[src/rtl/qot_pkg.sv]
// constants and types for the quadrature / one-shot timer channel
// assumes an apb master with 32-bit data and byte addresses
package qot_pkg;

   // ****************************************
   // register map
   // ****************************************
   localparam logic [7:0] QOT_OFF_CTRL = 8'h00;
   localparam logic [7:0] QOT_OFF_START = 8'h04;
   localparam logic [7:0] QOT_OFF_TIMER = 8'h08;
   localparam logic [7:0] QOT_OFF_STAT = 8'h0c;

   // ****************************************
   // control field positions
   // ****************************************
   localparam int QOT_CB_RUN = 0;
   localparam int QOT_CB_MODE = 1;
   localparam int QOT_CB_FREE = 2;
   localparam int QOT_CB_X4 = 3;
   localparam int QOT_CB_PSL = 4;
   localparam int QOT_CB_TRIG = 6;
   localparam int QOT_CB_PULSE = 7;
   localparam int QOT_CB_OVTRG = 8;
   localparam int QOT_CTRL_W = 9;

   // ****************************************
   // status field positions
   // ****************************************
   localparam int QOT_SB_BUSY = 0;
   localparam int QOT_SB_PIN_A = 1;
   localparam int QOT_SB_PIN_B = 2;

   // ****************************************
   // reset values and counts
   // ****************************************
   localparam logic [8:0] QOT_CTRL_RST = 9'h000;
   localparam logic [15:0] QOT_CNT_RST = 16'h0000;
   localparam logic [15:0] QOT_RLD_RST = 16'h0000;
   localparam logic [15:0] QOT_CNT_MAX = 16'hffff;
   localparam logic [15:0] QOT_CNT_MIN = 16'h0000;
   localparam logic [4:0] QOT_DIV8_LAST = 5'h07;
   localparam logic [4:0] QOT_DIV32_LAST = 5'h1f;

   typedef enum logic [1:0] {QOT_SRC_F1, QOT_SRC_F8, QOT_SRC_F32, QOT_SRC_SUB} qot_src_t;
   typedef enum logic [1:0] {QOT_STEP_NONE, QOT_STEP_UP, QOT_STEP_DOWN} qot_step_t;
   typedef enum logic {QOT_IDLE, QOT_RUN} qot_os_t;

   typedef struct packed {
      logic psel;
      logic penable;
      logic pwrite;
      logic [7:0] paddr;
      logic [31:0] pwdata;
   } qot_apb_req_t;

   typedef struct packed {
      logic [31:0] prdata;
      logic pready;
      logic pslverr;
   } qot_apb_rsp_t;

   typedef struct packed {
      logic [8:0] ctrl;
      logic [15:0] cnt;
      logic [15:0] rld;
      qot_os_t os;
      logic [4:0] psc;
      logic pin_a;
      logic pin_b;
      logic [31:0] rdata;
      logic slverr;
      logic irq;
   } qot_state_t;

endpackage : qot_pkg

[src/rtl/qot_timer.sv]
// one timer channel: two-phase event counting and retriggerable one-shot
// assumes pins and the subclock tick are synchronous to pclk; apb master
`timescale 1ns/1ps
`default_nettype none

module qot_timer #(
   parameter int CHANNEL = 3
) (
   input wire logic pclk,
   input wire logic presetn,
   input wire logic ce,
   input wire qot_pkg::qot_apb_req_t apb_req,
   output var qot_pkg::qot_apb_rsp_t apb_rsp,
   input wire logic timer_a_input_pin,
   input wire logic timer_a_output_pin_in,
   output logic timer_a_output_pin_out,
   output logic timer_a_output_pin_oe,
   input wire logic subclock_div32_source,
   input wire logic overflow_trigger,
   output logic irq_req
);
   import qot_pkg::*;

   // ****************************************
   // helpers
   // ****************************************
   // normal processing: only edges of the input pin count
   function automatic qot_step_t norm_step(
      input logic a_old,
      input logic a_new,
      input logic b_new
   );
      qot_step_t r;
      r = QOT_STEP_NONE;
      if (b_new && !a_old && a_new) begin
         r = QOT_STEP_UP;
      end else if (b_new && a_old && !a_new) begin
         r = QOT_STEP_DOWN;
      end
      return r;
   endfunction : norm_step

   // by-4 processing: gray walk over {b,a}, up order is 10,11,01,00
   function automatic qot_step_t quad_step(
      input logic [1:0] old_ba,
      input logic [1:0] new_ba
   );
      qot_step_t r;
      r = QOT_STEP_NONE;
      unique case ({old_ba, new_ba})
         4'b1011, 4'b1101, 4'b0100, 4'b0010: begin
            r = QOT_STEP_UP;
         end
         4'b1110, 4'b0111, 4'b0001, 4'b1000: begin
            r = QOT_STEP_DOWN;
         end
         default: begin
            r = QOT_STEP_NONE;
         end
      endcase
      return r;
   endfunction : quad_step

   function automatic logic is_mapped(input logic [7:0] a);
      return (a == QOT_OFF_CTRL) || (a == QOT_OFF_START) ||
             (a == QOT_OFF_TIMER) || (a == QOT_OFF_STAT);
   endfunction : is_mapped

   // ****************************************
   // counter arithmetic
   // ****************************************
   // plain sixteen-bit step; wrap handling stays with the caller
   function automatic logic [15:0] cnt_step(
      input logic [15:0] c,
      input qot_step_t d
   );
      logic [15:0] r;
      r = c;
      if (d == QOT_STEP_UP) begin
         r = c + 16'h0001;
      end else if (d == QOT_STEP_DOWN) begin
         r = c - 16'h0001;
      end
      return r;
   endfunction : cnt_step

   // true when one more step in direction d would wrap the counter
   function automatic logic at_limit(
      input logic [15:0] c,
      input qot_step_t d
   );
      return ((d == QOT_STEP_UP) && (c == QOT_CNT_MAX)) ||
             ((d == QOT_STEP_DOWN) && (c == QOT_CNT_MIN));
   endfunction : at_limit

   // subclock tick is taken as already one pclk cycle long
   function automatic logic src_tick(
      input qot_src_t sel,
      input logic [4:0] p,
      input logic sub
   );
      logic r;
      r = 1'b1;
      unique case (sel)
         QOT_SRC_F1: begin
            r = 1'b1;
         end
         QOT_SRC_F8: begin
            r = (p[2:0] == QOT_DIV8_LAST[2:0]);
         end
         QOT_SRC_F32: begin
            r = (p == QOT_DIV32_LAST);
         end
         QOT_SRC_SUB: begin
            r = sub;
         end
      endcase
      return r;
   endfunction : src_tick

   // read mux; unmapped offsets read as zero
   function automatic logic [31:0] read_word(
      input logic [7:0] a,
      input qot_state_t st,
      input logic bsy
   );
      logic [31:0] r;
      r = 32'h0000_0000;
      unique case (a)
         QOT_OFF_CTRL: begin
            r[QOT_CTRL_W-1:0] = st.ctrl;
         end
         QOT_OFF_TIMER: begin
            // live count; in one-shot mode software must ignore it
            r[15:0] = st.cnt;
         end
         QOT_OFF_STAT: begin
            r[QOT_SB_BUSY] = bsy;
            r[QOT_SB_PIN_A] = st.pin_a;
            r[QOT_SB_PIN_B] = st.pin_b;
         end
         default: begin
         end
      endcase
      return r;
   endfunction : read_word

   // ****************************************
   // state
   // ****************************************
   qot_state_t q;
   qot_state_t s;

   logic run_flag;
   logic one_shot;
   logic free_run;
   logic two_phase_ok;
   logic by4;
   logic bus_wr;
   logic bus_setup;
   logic sw_start;
   logic tick;
   logic trig;
   logic busy;
   qot_step_t step;
   qot_src_t src;

   assign run_flag = q.ctrl[QOT_CB_RUN];
   assign one_shot = q.ctrl[QOT_CB_MODE];
   assign free_run = q.ctrl[QOT_CB_FREE];
   assign src = qot_src_t'(q.ctrl[QOT_CB_PSL +: 2]);

   // channels without the second pin never count two-phase
   assign two_phase_ok = (CHANNEL >= 2) && (CHANNEL <= 4);
   assign by4 = (CHANNEL == 4) || ((CHANNEL == 3) && q.ctrl[QOT_CB_X4]);

   assign bus_setup = apb_req.psel && !apb_req.penable;
   assign bus_wr = apb_req.psel && apb_req.penable && apb_req.pwrite && ce;
   assign sw_start = bus_wr && (apb_req.paddr == QOT_OFF_START) && apb_req.pwdata[0];

   // ****************************************
   // direction decode
   // ****************************************
   always_comb begin
      if (by4) begin
         step = quad_step({q.pin_b, q.pin_a},
                          {timer_a_output_pin_in, timer_a_input_pin});
      end else begin
         step = norm_step(q.pin_a, timer_a_input_pin, timer_a_output_pin_in);
      end
   end

   // ****************************************
   // count source for one-shot
   // ****************************************
   assign tick = src_tick(src, q.psc, subclock_div32_source);

   // external trigger on a rising input edge, or an overflow from elsewhere
   assign trig = run_flag && (sw_start ||
                 (q.ctrl[QOT_CB_TRIG] && timer_a_input_pin && !q.pin_a) ||
                 (q.ctrl[QOT_CB_OVTRG] && overflow_trigger));

   assign busy = one_shot ? (q.os == QOT_RUN) : run_flag;

   // ****************************************
   // next state
   // ****************************************
   always_comb begin
      s = q;
      if (ce) begin
         s.irq = 1'b0;
         s.pin_a = timer_a_input_pin;
         s.pin_b = timer_a_output_pin_in;
         s.psc = q.psc + 5'h01;

         if (!one_shot) begin
            s.os = QOT_IDLE;
            // stopping only gates counting; the count is kept
            if (run_flag && two_phase_ok) begin
               if (step == QOT_STEP_UP) begin
                  if (at_limit(q.cnt, step)) begin
                     s.irq = 1'b1;
                     s.cnt = free_run ? QOT_CNT_MIN : q.rld;
                  end else begin
                     s.cnt = cnt_step(q.cnt, step);
                  end
               end else if (step == QOT_STEP_DOWN) begin
                  if (at_limit(q.cnt, step)) begin
                     s.irq = 1'b1;
                     s.cnt = free_run ? QOT_CNT_MAX : q.rld;
                  end else begin
                     s.cnt = cnt_step(q.cnt, step);
                  end
               end
            end
         end else begin
            if (!run_flag) begin
               s.os = QOT_IDLE;
            end else if (trig) begin
               s.cnt = q.rld;
               s.os = QOT_RUN;
            end else if ((q.os == QOT_RUN) && tick) begin
               // zero and one both end here so a set value of 0 cannot hang
               if (q.cnt <= 16'h0001) begin
                  s.irq = 1'b1;
                  s.cnt = q.rld;
                  s.os = QOT_IDLE;
               end else begin
                  s.cnt = cnt_step(q.cnt, QOT_STEP_DOWN);
               end
            end
         end

         // ****************************************
         // register writes
         // ****************************************
         if (bus_wr) begin
            unique case (apb_req.paddr)
               QOT_OFF_CTRL: begin
                  s.ctrl = apb_req.pwdata[QOT_CTRL_W-1:0];
               end
               QOT_OFF_TIMER: begin
                  s.rld = apb_req.pwdata[15:0];
                  if (!busy) begin
                     s.cnt = apb_req.pwdata[15:0];
                  end
               end
               default: begin
               end
            endcase
         end

         // ****************************************
         // read data captured in the setup phase
         // ****************************************
         if (bus_setup) begin
            s.slverr = !is_mapped(apb_req.paddr);
            s.rdata = read_word(apb_req.paddr, q, busy);
         end
      end
   end

   // ****************************************
   // registers
   // ****************************************
   always_ff @(posedge pclk or negedge presetn) begin
      if (!presetn) begin
         q.ctrl <= QOT_CTRL_RST;
         q.cnt <= QOT_CNT_RST;
         q.rld <= QOT_RLD_RST;
         q.os <= QOT_IDLE;
         q.psc <= 5'h00;
         q.pin_a <= 1'b0;
         q.pin_b <= 1'b0;
         q.rdata <= 32'h0000_0000;
         q.slverr <= 1'b0;
         q.irq <= 1'b0;
      end else begin
         q <= s;
      end
   end

   // ****************************************
   // outputs
   // ****************************************
   // pready follows ce so a frozen block stalls the master instead of dropping
   always_comb begin
      apb_rsp.prdata = q.rdata;
      apb_rsp.pready = ce;
      apb_rsp.pslverr = q.slverr;
   end

   assign irq_req = q.irq;
   assign timer_a_output_pin_out = (q.os == QOT_RUN);
   // in two-phase mode the pin is only ever an input
   assign timer_a_output_pin_oe = one_shot && q.ctrl[QOT_CB_PULSE];

endmodule : qot_timer

`default_nettype wire

[config.mk]
export PLATFORM = sky130hd
export DESIGN_NAME = qot_timer
export DESIGN_NICKNAME = d
export VERILOG_FILES = /design/src/rtl/qot_pkg.sv /design/src/rtl/qot_timer.sv
export SDC_FILE = /design/constraint.sdc
export NUM_CORES = 1
export LEC_CHECK = 0
export BUFFER_PORTS_ARGS = -buffer_cell sky130_fd_sc_hd__buf_2
export CAP_MARGIN = 0
export CORE_ASPECT_RATIO = 0.9
export CORE_UTILIZATION = 45
export CTS_BUF_LIST = sky130_fd_sc_hd__clkbuf_16
export CTS_CLUSTER_SIZE = 16
export DETAILED_ROUTE_END_ITERATION = 8
export HOLD_SLACK_MARGIN = 0.05
export PLACE_DENSITY = 0.73
export SLEW_MARGIN = 5
export SYNTH_ARGS = -nofsm -noshare
export SYNTH_HDL_FRONTEND = slang
export SYNTH_SLANG_ARGS = --single-unit
[constraint.sdc]
create_clock -name pclk -period 4.35 [get_ports pclk]
set_input_delay 0.87 -clock pclk [delete_from_list [all_inputs] [get_ports pclk]]
set_output_delay 0.87 -clock pclk [all_outputs]
set_load 0.02 [all_outputs]
# After elaboration in Yosys (flattened, before gate mapping)
# Memory sizes are Yosys's and may differ from the RTL's.
# Index checks and enable logic that the tools add are counted.
# totals
ff_bits	67
latch_bits	0
mem_bits_rw	0
rom_bits	32
input_bits	50
word_cells	100
memories	1
# mem_list
name	depth	word_bits	read_ports	rd_ports_with_merged_regs	write_ports	line_no	rtl
(no name shown)	16	2	1	0	0	qot_timer.sv:50	unique case ({old_ba, new_ba})
# classes
n_addsub	3
mul	0
n_div	0
order_cmp	1
n_eq_ne	13
n_shift	0
muxes	37
bitwise	0
n_reduce_logical	35
# op_table
operator	n
$mux W16	13
$mux W32	2
$logic_and A1 B1 Y1	18
$add A16 B1 Y16 const B	1
$eq A16 B16 Y1 const B	1
$eq A8 B4 Y1 const B	2
$le A16 B1 Y1 const B	1
$logic_not A16 Y1	1
$sub A16 B1 Y16 const B	1
$mux W1	15
$pmux W6 S2	1
$pmux W3 S3	1
$reduce_and A3 Y1	3
$eq A8 B3 Y1 const B	1
$logic_not A8 Y1	1
$ne A4 B2 Y1 const B	2
$mux W7	1
$eq A2 B2 Y1 const B	3
$logic_or A1 B1 Y1	6
$mux W2	3
$add A5 B1 Y5 const B	1
$eq A5 B5 Y1 const B	1
$eq A2 B1 Y1 const B	2
$logic_not A1 Y1	4
other kinds (4)	4

# Longest topological paths before layout
# Gate-level depths: netlist (run 1).
# depth
ltp_word	16
depth_mapped	12
ltp_nobuf	10

# Worst setup path after synthesis (run 1)
# Ideal clock, no wire load.
# synth_timing
path_type	input to register
startpoint	input port apb_req[33] in the netlist's numbering
endpoint	register q[65] in the netlist's numbering
setup_time_ps	147
t_arrival_ps	2871
slack_ps	1332
path_stages	8
cell_sequence	or4_4 or4_4 a21o_1 buf_6 mux2i_1 a311oi_1 a222oi_1 o221ai_1
# synth_between
elab_chain_len	12
elab_cells_between_ends	13
# synth_rtl
element	line_no	rtl
from (decl)	qot_timer.sv:12	input wire qot_pkg::qot_apb_req_t apb_req,
$eq A8 B3 Y1	qot_timer.sv:179	assign sw_start = bus_wr && (apb_req.paddr == QOT_OFF_START) && apb_req.pwdata[0];
$logic_and A1 B1 Y1 (2 in series)	qot_timer.sv:179	
$logic_or A1 B1 Y1	qot_timer.sv:199	assign trig = run_flag && (sw_start ||
$logic_or A1 B1 Y1	qot_timer.sv:200	(q.ctrl[QOT_CB_TRIG] && timer_a_input_pin && !q.pin_a) ||
$logic_and A1 B1 Y1	qot_timer.sv:199	
$mux W16	qot_timer.sv:239	end else if (trig) begin
$mux W16	qot_timer.sv:237	if (!run_flag) begin
$mux W16	qot_timer.sv:216	if (!one_shot) begin
$mux W16	qot_timer.sv:264	if (!busy) begin
$mux W32	qot_timer.sv:258	unique case (apb_req.paddr)
$mux W32 *	qot_timer.sv:257	if (bus_wr) begin
to (signal assigned)	qot_timer.sv:299	q <= s;
to (decl)	qot_timer.sv:151	qot_state_t q;
# Mark *: on every way between the ends. The rest lies on a longest branch, timed or not.
# A chain may end at the register's enable or synchronous reset.

# Worst setup path in the final report (run 1)
# layout_timing
startpoint	register q[36] in the netlist's numbering
endpoint	register q[61] in the netlist's numbering
# layout_between
elab_chain_len	10
elab_cells_between_ends	11
# layout_rtl
element	line_no	rtl
$eq A5 B5 Y1 / $eq A3 B3 Y1 (equally long branches)	qot_timer.sv:112, qot_timer.sv:109	
$pmux W1 S4 *	qot_timer.sv:104	unique case (sel)
$logic_and A1 B1 Y1 *	qot_timer.sv:242	end else if ((q.os == QOT_RUN) && tick) begin
$mux W16 *	qot_timer.sv:242	
$mux W16 *	qot_timer.sv:239	
$mux W16 *	qot_timer.sv:237	
$mux W16 *	qot_timer.sv:216	
$mux W16	qot_timer.sv:264	
$mux W32	qot_timer.sv:258	
$mux W32 *	qot_timer.sv:257	
# Marks and branches as above.

==> metrics list, run 1 <==
* Status: finished, final reports clean
- Number of global-route vias before repair: 5320
* Clock buffer depth: 2
- The H-tree was split into 3 levels.
- In the synthesized netlist the dominant register cell turns out to be dfrtp_1.
- Slowest Stage Delay on Critical Path: 1.00 ns
* Area added between synthesis and finish: 10.4%
* Total detailed-routing wirelength: 18.8 mm
- PnR worst setup slack: 0.519 ns
- Worst EP required: 4.57 ns
- For this run, design rule violations remaining after detail routing come to 0.
- The total area inside the core boundary comes to 0.0115 mm^2.
- Final RePlAce weighted congestion: 0.995
- Areal power density over the cells: 322 mW/mm^2
- Entering global routing, the biggest net connects 43 pins.
- Global-route wire length before repair: 29.6 mm
* Fraction of registers with async set/reset: 100%
- NumNets Final: 718
- For this run, the detailed router's first-pass iteration total came to 6.
- By area the synthesized netlist is led by dfrtp_1 31%, mux2_2 7.2%, buf_4 4.8%, nand2_1 4.5%, nor2_1 4.4%.
- Of all cell types, the one taking the most synthesized area is dfrtp_1.
* Die Outline Area: 0.0123 mm^2
- Sequential elements use 31.4% of the synthesized area.
* Combinational family with the most area after synthesis: compound AO/OA/AOI/OAI gates
- dfrtp_1 is the most common cell in the netlist.
* Max-capacitance violation count: 0
* Clock Root Buffer: clkbuf_16
* Die X: 117 um
- Number of vias in the routed layout: 5413
- The number of different library cells used by synthesis comes to 78.
- DIE HEIGHT: 105 um
- Multiplexer share of the synthesized area: 9.05%
* Worst Hold Class: flip-flop to flip-flop
- Crit path arrival time: 4.05 ns
* Worst-Skew Late Latency: 0.35 ns
- Fraction of final layout cells with drive strength greater than 1: 21.9%
- Most frequent cell on the critical path: ha_1
- The initial utilization of the core area, before any placement, comes to 46.5%.
- Io pins: 87
* Detailed-route vias per instance: 6.58
* Clock transition at the register clock pins on the worst setup and hold paths after CTS: 0.06 ns
- For this run the aggregate overflow at the end of global routing stands at 0.
- The tightest hold path in the finished design has a slack of 0.458 ns.
- Sinks on Clock Net: 67
- XOR/XNOR share of the synthesized area: 3.12%
- Peak VDD IR: 0.000259 V
- Multi-input gate area: 0.00322 mm^2
- CTS Buf Count: 9
- Reg area: 0.00168 mm^2
* Total inserted antenna cells: 0
* Number of synthesized flops with an enable pin: 0
- Crit path max-delay family: simple AND/OR/NAND/NOR gates
- TritonCTS built the clock tree.
* Number of buffer cells added on primary ports: 54
- Post-Synthesis Mean Instance Area: 8.33 um^2
- The number of setup buffers added after CTS is 0.
- The critical path is of the flip-flop to flip-flop type.
* Cts hold-fix bufs: 0
- Startpoint kind of the worst setup timing path: flip-flop
- After the first detailed-routing iteration, the DRC count stood at 716.
* Pre-CTS WS: 0.663 ns
* Final Cycle Share: 88.1%
- The synthesized netlist devotes 23.2% of its cell area to compound gates.
- Max-slew violation count: 0
- Total power consumption of the routed design: 1.90 mW
* Final Hold Vio Count: 0
* Max_slew headroom: 15.1%
- Top cell type's share of synthesized area: 31.4%
- The Yosys step of the flow raised 0 warnings.
* Peak Freq: 261 MHz
- Global-route usage over all layers: 32.0%
- After detailed routing, the average wire length per cell comes to 22.8 um.
- Share of synthesized cell area in and, or, nand and nor gates: 22.5%
- Remaining number of nets flagged by the antenna check after routing: 0
* CP max-delay cell: nor2_1
- For this design the static power due to leakage is 2.59 nW.
* Accumulated negative setup slack: 0 ns
- The initial antenna violation count is 0.
- Adder and majority cell fraction of the synthesized area: 1.41%
- After legalization and detailed placement, the total HPWL measured 13.3 mm.
- Setup repair after global routing left no endpoint under its margin.
- Counting the fill cells in the layout gives 1127.
* Clock Skews: 0.00766 ns
- Slew at the pin closest to its max-slew limit: 1.27 ns
- Number of setup violations in the final report: 0
- By count the netlist is led by 67 x dfrtp_1, 64 x nand2_1, 63 x nor2_1.
* Worst-path fanout max: 13
* Min Clock Period, post-route: 3.83 ns
* Synthesized flop and latch total: 67
- In this run, post-CTS repair resized a total of 0 instances.
- Number of rows in the core area: 37
- The critical path contains buffers and inverters numbering 0 combined.
- In this run the cell area of the synthesized design comes to 0.00533 mm^2.
- In the synthesized netlist, the number of instances is 640.
- The signal on the critical path passes through ha_1 -> and3_1 -> ha_1 -> nor3b_1 -> a211o_1 -> nor3_1 -> nor2_1 -> mux2_2 -> a221oi_2 -> o22ai_1.
- Crit path capture type: flip-flop
==> logic make-up after synthesis <==
group	Yosys count
XOR/XNOR	19
flip-flops	67
adder cells (fa/ha/maj)	6
buffers and inverters	89
AO/OA/AOI/OAI	175
AND/OR/NAND/NOR	239
multiplexers	44
other	1
==> worst register-to-register path: stages, from the launching register on <==
cell,delay (ns)
dfrtp_1,0.41
ha_1,0.24
and3_1,0.19
ha_1,0.18
nor3b_1,0.26
a211o_1,0.46
nor3_1,0.20
nor2_1,1.00
mux2_2,0.44
a221oi_2,0.23
o22ai_1,0.11
==> final timing paths <==
| kind | startpoint | end | slack [ns] | cells after the start |
|---|---|---|---|---|
| worst max-delay path | q[36] | q[61] | 0.52 | 10 |
| worst min-delay path | apb_rsp[14] | apb_rsp[14] | 0.46 | 2 |
| worst max register to register | q[36] | q[61] | 0.52 | 10 |
| worst min register to register | apb_rsp[14] | apb_rsp[14] | 0.46 | 2 |
| max in group asynchronous | presetn | q[59] | 2.76 | 2 |
| min in group asynchronous | presetn | apb_rsp[17] | 0.68 | 1 |
==> per-layer routing <==
metal  vias up  part of all wire [%]  track usage (%)
met5         -                     0                0
met3        55                    11             7.53
met4         0                   2.9             14.4
li1       2376                     -                -
met1      2624                    42             44.1
met2       358                    44             47.4
==> power breakdown <==
group          leakage, nW  internal [mW]  total (mW)  switching, mW
sequential           0.879          0.669       0.726         0.0576
combinational         1.55          0.121       0.313          0.193
clock                0.165          0.559       0.858          0.299
total                 2.59           1.35        1.90          0.549
==> state kept, by name, indices dropped and copies added, names as in the netlist <==
signal                  cells
q                          45
one_shot                    1
by4                         1
irq_req                     1
timer_a_output_pin_out      1
free_run                    1
apb_rsp                    17
==> cell type report <==
type / count / share of cell area [%]
clock inverter: 7 / 1.95
tap: 156 / 3.31
timing repair buffer: 73 / 7.01
clock buffer: 9 / 3.82
sequential: 67 / 28.5
multi-input combinational: 499 / 54.7
inverter: 12 / 0.765
==> cells in the final DEF, fill, tap and decap left out, types with 7 or more instances in the layout <==
master / Yosys / final
xnor2_1: 7 / 7
a22oi_1: 10 / 10
dfrtp_1: 67 / 67
nor2_1: 63 / 63
a21oi_1: 30 / 30
o21ai_0: 34 / 34
buf_2: 8 / 54
nand4_1: 12 / 12
nand3_1: 26 / 26
conb_1: 1 / 16
nand2_1: 64 / 64
inv_1: 12 / 12
and3_1: 12 / 12
o221ai_1: 7 / 7
o31ai_1: 9 / 9
clkbuf_16: 0 / 9
mux2i_1: 10 / 10
a221oi_1: 9 / 9
xor2_1: 12 / 12
mux2_2: 34 / 34
buf_4: 34 / 19
nor3_1: 17 / 17
==> per-stage QoR <==
step           util, %  instances  area, um^2
6_report          51.3        823        5890
5_1_grt           51.3        823        5890
4_1_cts           51.3        823        5890
2_1_floorplan        -        655        5390
3_5_place_dp      48.3        807        5550
3_3_place_gp      48.3        807        5550
Power figures use the tool's default switching activity.
==> inputs of run 2 (changes only) <==
--- a/config.mk
+++ b/config.mk
@@ -9,7 +9,6 @@
 export CAP_MARGIN = 0
 export CORE_ASPECT_RATIO = 0.9
 export CORE_UTILIZATION = 45
-export CTS_BUF_LIST = sky130_fd_sc_hd__clkbuf_16
 export CTS_CLUSTER_SIZE = 16
 export DETAILED_ROUTE_END_ITERATION = 8
 export HOLD_SLACK_MARGIN = 0.05
==> metrics list, run 2 (synthesized netlist as in run 1, its figures left out) <==
* Status: finished, final reports clean
- Worst Hold Class: flip-flop to flip-flop
* NumNets Final: 718
* DRC viols: 0
* Relative contribution of the clock network to total power: 46.1%
- Along the worst path, the maximum fanout reaches 13.
* Total inserted antenna cells: 0
- Min Clock Period, post-route: 3.84 ns
* Global-route congestion overflow total: 0
* Cell depth of the worst hold path: 2
* RR Startpoint: q[36]
* Peak Freq: 260 MHz
- Total detailed-routing wirelength: 18.7 mm
* Highest-count cells in the layout ignoring fill and taps: 67 x dfrtp_1, 64 x nand2_1, 63 x nor2_1
- RSZ-0062 raised after global routing: false
- Global-route usage over all layers: 32.0%
* Fraction of final layout cells with drive strength greater than 1: 22.2%
- Dividing total power by cell area gives a power density of 326 mW/mm^2.
- Internal power contribution: 1.38 mW
* Worst-case reg-to-reg path depth: 10
* Most flops, register: q
- Peak VDD IR: 0.000259 V
- The first detailed-routing pass took 6 iterations.
- DRT iter0 DRCs: 687
- The path with the worst hold slack has its endpoint at apb_rsp[14].
- In the finished design, the share of the clock period the worst path needs comes to 88.3%.
- Detailed-route vias per instance: 6.59
* CTS Buf Count: 9
* Commonest non-fill, non-tap cell in the layout: dfrtp_1
- From left edge to right edge, the die measures 117 um.
* Max_slew headroom: 15.2%
- Comb pwr share: 16.2%
- The number of hold-slack violations in the final timing report is 0.
* Number of buffer cells added on primary ports: 54
- Registers are responsible for 37.7% of the overall power.
* Clock Root Buffer: clkbuf_16
* Initial standard-cell utilization of the core: 46.5%
- Pin count of the biggest net entering global routing: 43
- For this run, the share of the core covered by cells in the final layout is 51.5%.
- Slew at the pin closest to its max-slew limit: 1.27 ns
- Number of setup violations in the final report: 0
- Final RePlAce weighted congestion: 0.995
* Remaining number of nets flagged by the antenna check after routing: 0
- STA classifies the critical path endpoint as a flip-flop.
- Minimum setup slack among reg-to-reg paths: 0.51 ns
* Gates resized, CTS repair: 0
- Crit path arrival time: 4.06 ns
* Io pins: 87
- The floorplan has 37 rows.
* Worst Min Path Start: apb_rsp[14]
- The die covers 0.0123 mm^2.
- The area growth from synthesis to layout is 10.8%.
- Number of filler instances in the final layout: 1122
- The number of hold buffers added after CTS was 0.
- The clock passes through at most 2 buffers.
- The detailed router placed 5423 vias in this run.
* Total power consumption of the routed design: 1.93 mW
* Kind of critical path: flip-flop to flip-flop
- Max-slew violation count: 0
- The die is 105 um tall.
- Clock transition at the register clock pins on the worst setup and hold paths after CTS: 0.06 ns
- Worst-Skew Late Latency: 0.34 ns
- Clock Skews: 0.00621 ns
- STA classifies the critical path startpoint as a flip-flop.
- Summed over all failing endpoints, the final setup total negative slack is 0 ns.
- The clock tree synthesis step divided the H-tree into 3 levels.
- The register with the most flip-flops in the layout has 45 of them.
* Number of global-route vias before repair: 5315
- Worst EP required: 4.57 ns
* Sw power: 543 uW
- Static power due to leakage: 2.60 nW
- On the final layout, the worst hold slack is 0.459 ns.
* Clock tree from TritonCTS: built
- Buffer count from post-CTS setup fixing: 0
- Post-DR wirelength/cell: 22.7 um
- The first global-routing pass estimated 29.5 mm of wire.
- Switching power as a share of total power: 28.2%
- Endpoint of the worst register-to-register path: q[61]
- The tool flagged a number of max-cap violations equal to 0.
- The wire-length estimate of the detail-placed layout is 13.3 mm.
- For this design, the sink count on the clock tree is 67.
- The initial antenna violation count came to 0.
* Core area: 0.0115 mm^2
## run 2: area by class of cell
| type | instances | area (um^2) | share of cell area (%) |
|---|---|---|---|
| Inverter | 12 | 45.0 | 0.762 |
| Clock inverter | 5 | 108 | 1.82 |
| Multi-Input combinational cell | 499 | 3220 | 54.5 |
| Clock buffer | 11 | 253 | 4.28 |
| Tap cell | 156 | 195 | 3.30 |
| Timing Repair Buffer | 73 | 413 | 6.99 |
| Sequential cell | 67 | 1680 | 28.4 |
## run 2: power by group through the flow
| stage | Combinational, mW | Sequential (mW) | Clock, mW |
|---|---|---|---|
| floorplan | 0.237 | 0.709 | 0 |
| global placement | 0.292 | 0.730 | 0 |
| detailed placement | 0.307 | 0.735 | 0 |
| CTS | 0.309 | 0.724 | 0.900 |
| global route | 0.346 | 0.730 | 0.928 |
| finish | 0.312 | 0.726 | 0.889 |
## run 2: worst max-delay path by stage
stage	from	cells after the start	to	slack, ns
after floorplan	apb_req[33]	8	q[65]	1.33
after global placement	q[36]	10	q[61]	0.80
after detailed placement	q[36]	10	q[61]	0.66
after CTS	q[36]	10	q[61]	0.64
after global routing	q[36]	10	q[61]	0.45
final	q[36]	10	q[61]	0.51
## run 2: worst max-delay path, stage by stage (launching register included)
cell	delay, ns
dfrtp_1	0.41
ha_1	0.24
and3_1	0.19
ha_1	0.18
nor3b_1	0.26
a211o_1	0.47
nor3_1	0.20
nor2_1	1.00
mux2_2	0.44
a221oi_2	0.23
o22ai_1	0.11
## run 2: metrics by stage
step / cells / setup slack (ns) / area, um^2
3_5_place_dp: 807 / 0.663 / 5550
2_1_floorplan: 655 / 1.33 / 5390
5_1_grt: 823 / 0.445 / 5910
6_report: 823 / 0.507 / 5910
3_3_place_gp: 807 / 0.805 / 5550
4_1_cts: 823 / 0.636 / 5910
## run 2: routing by layer
metal	global-route usage [%]	vias to the layer above	wire length, um
met5	0	-	0
met4	14.4	0	603
met3	7.53	55	2110
met2	47.4	387	8310
met1	44.0	2607	7680
li1	-	2374	-
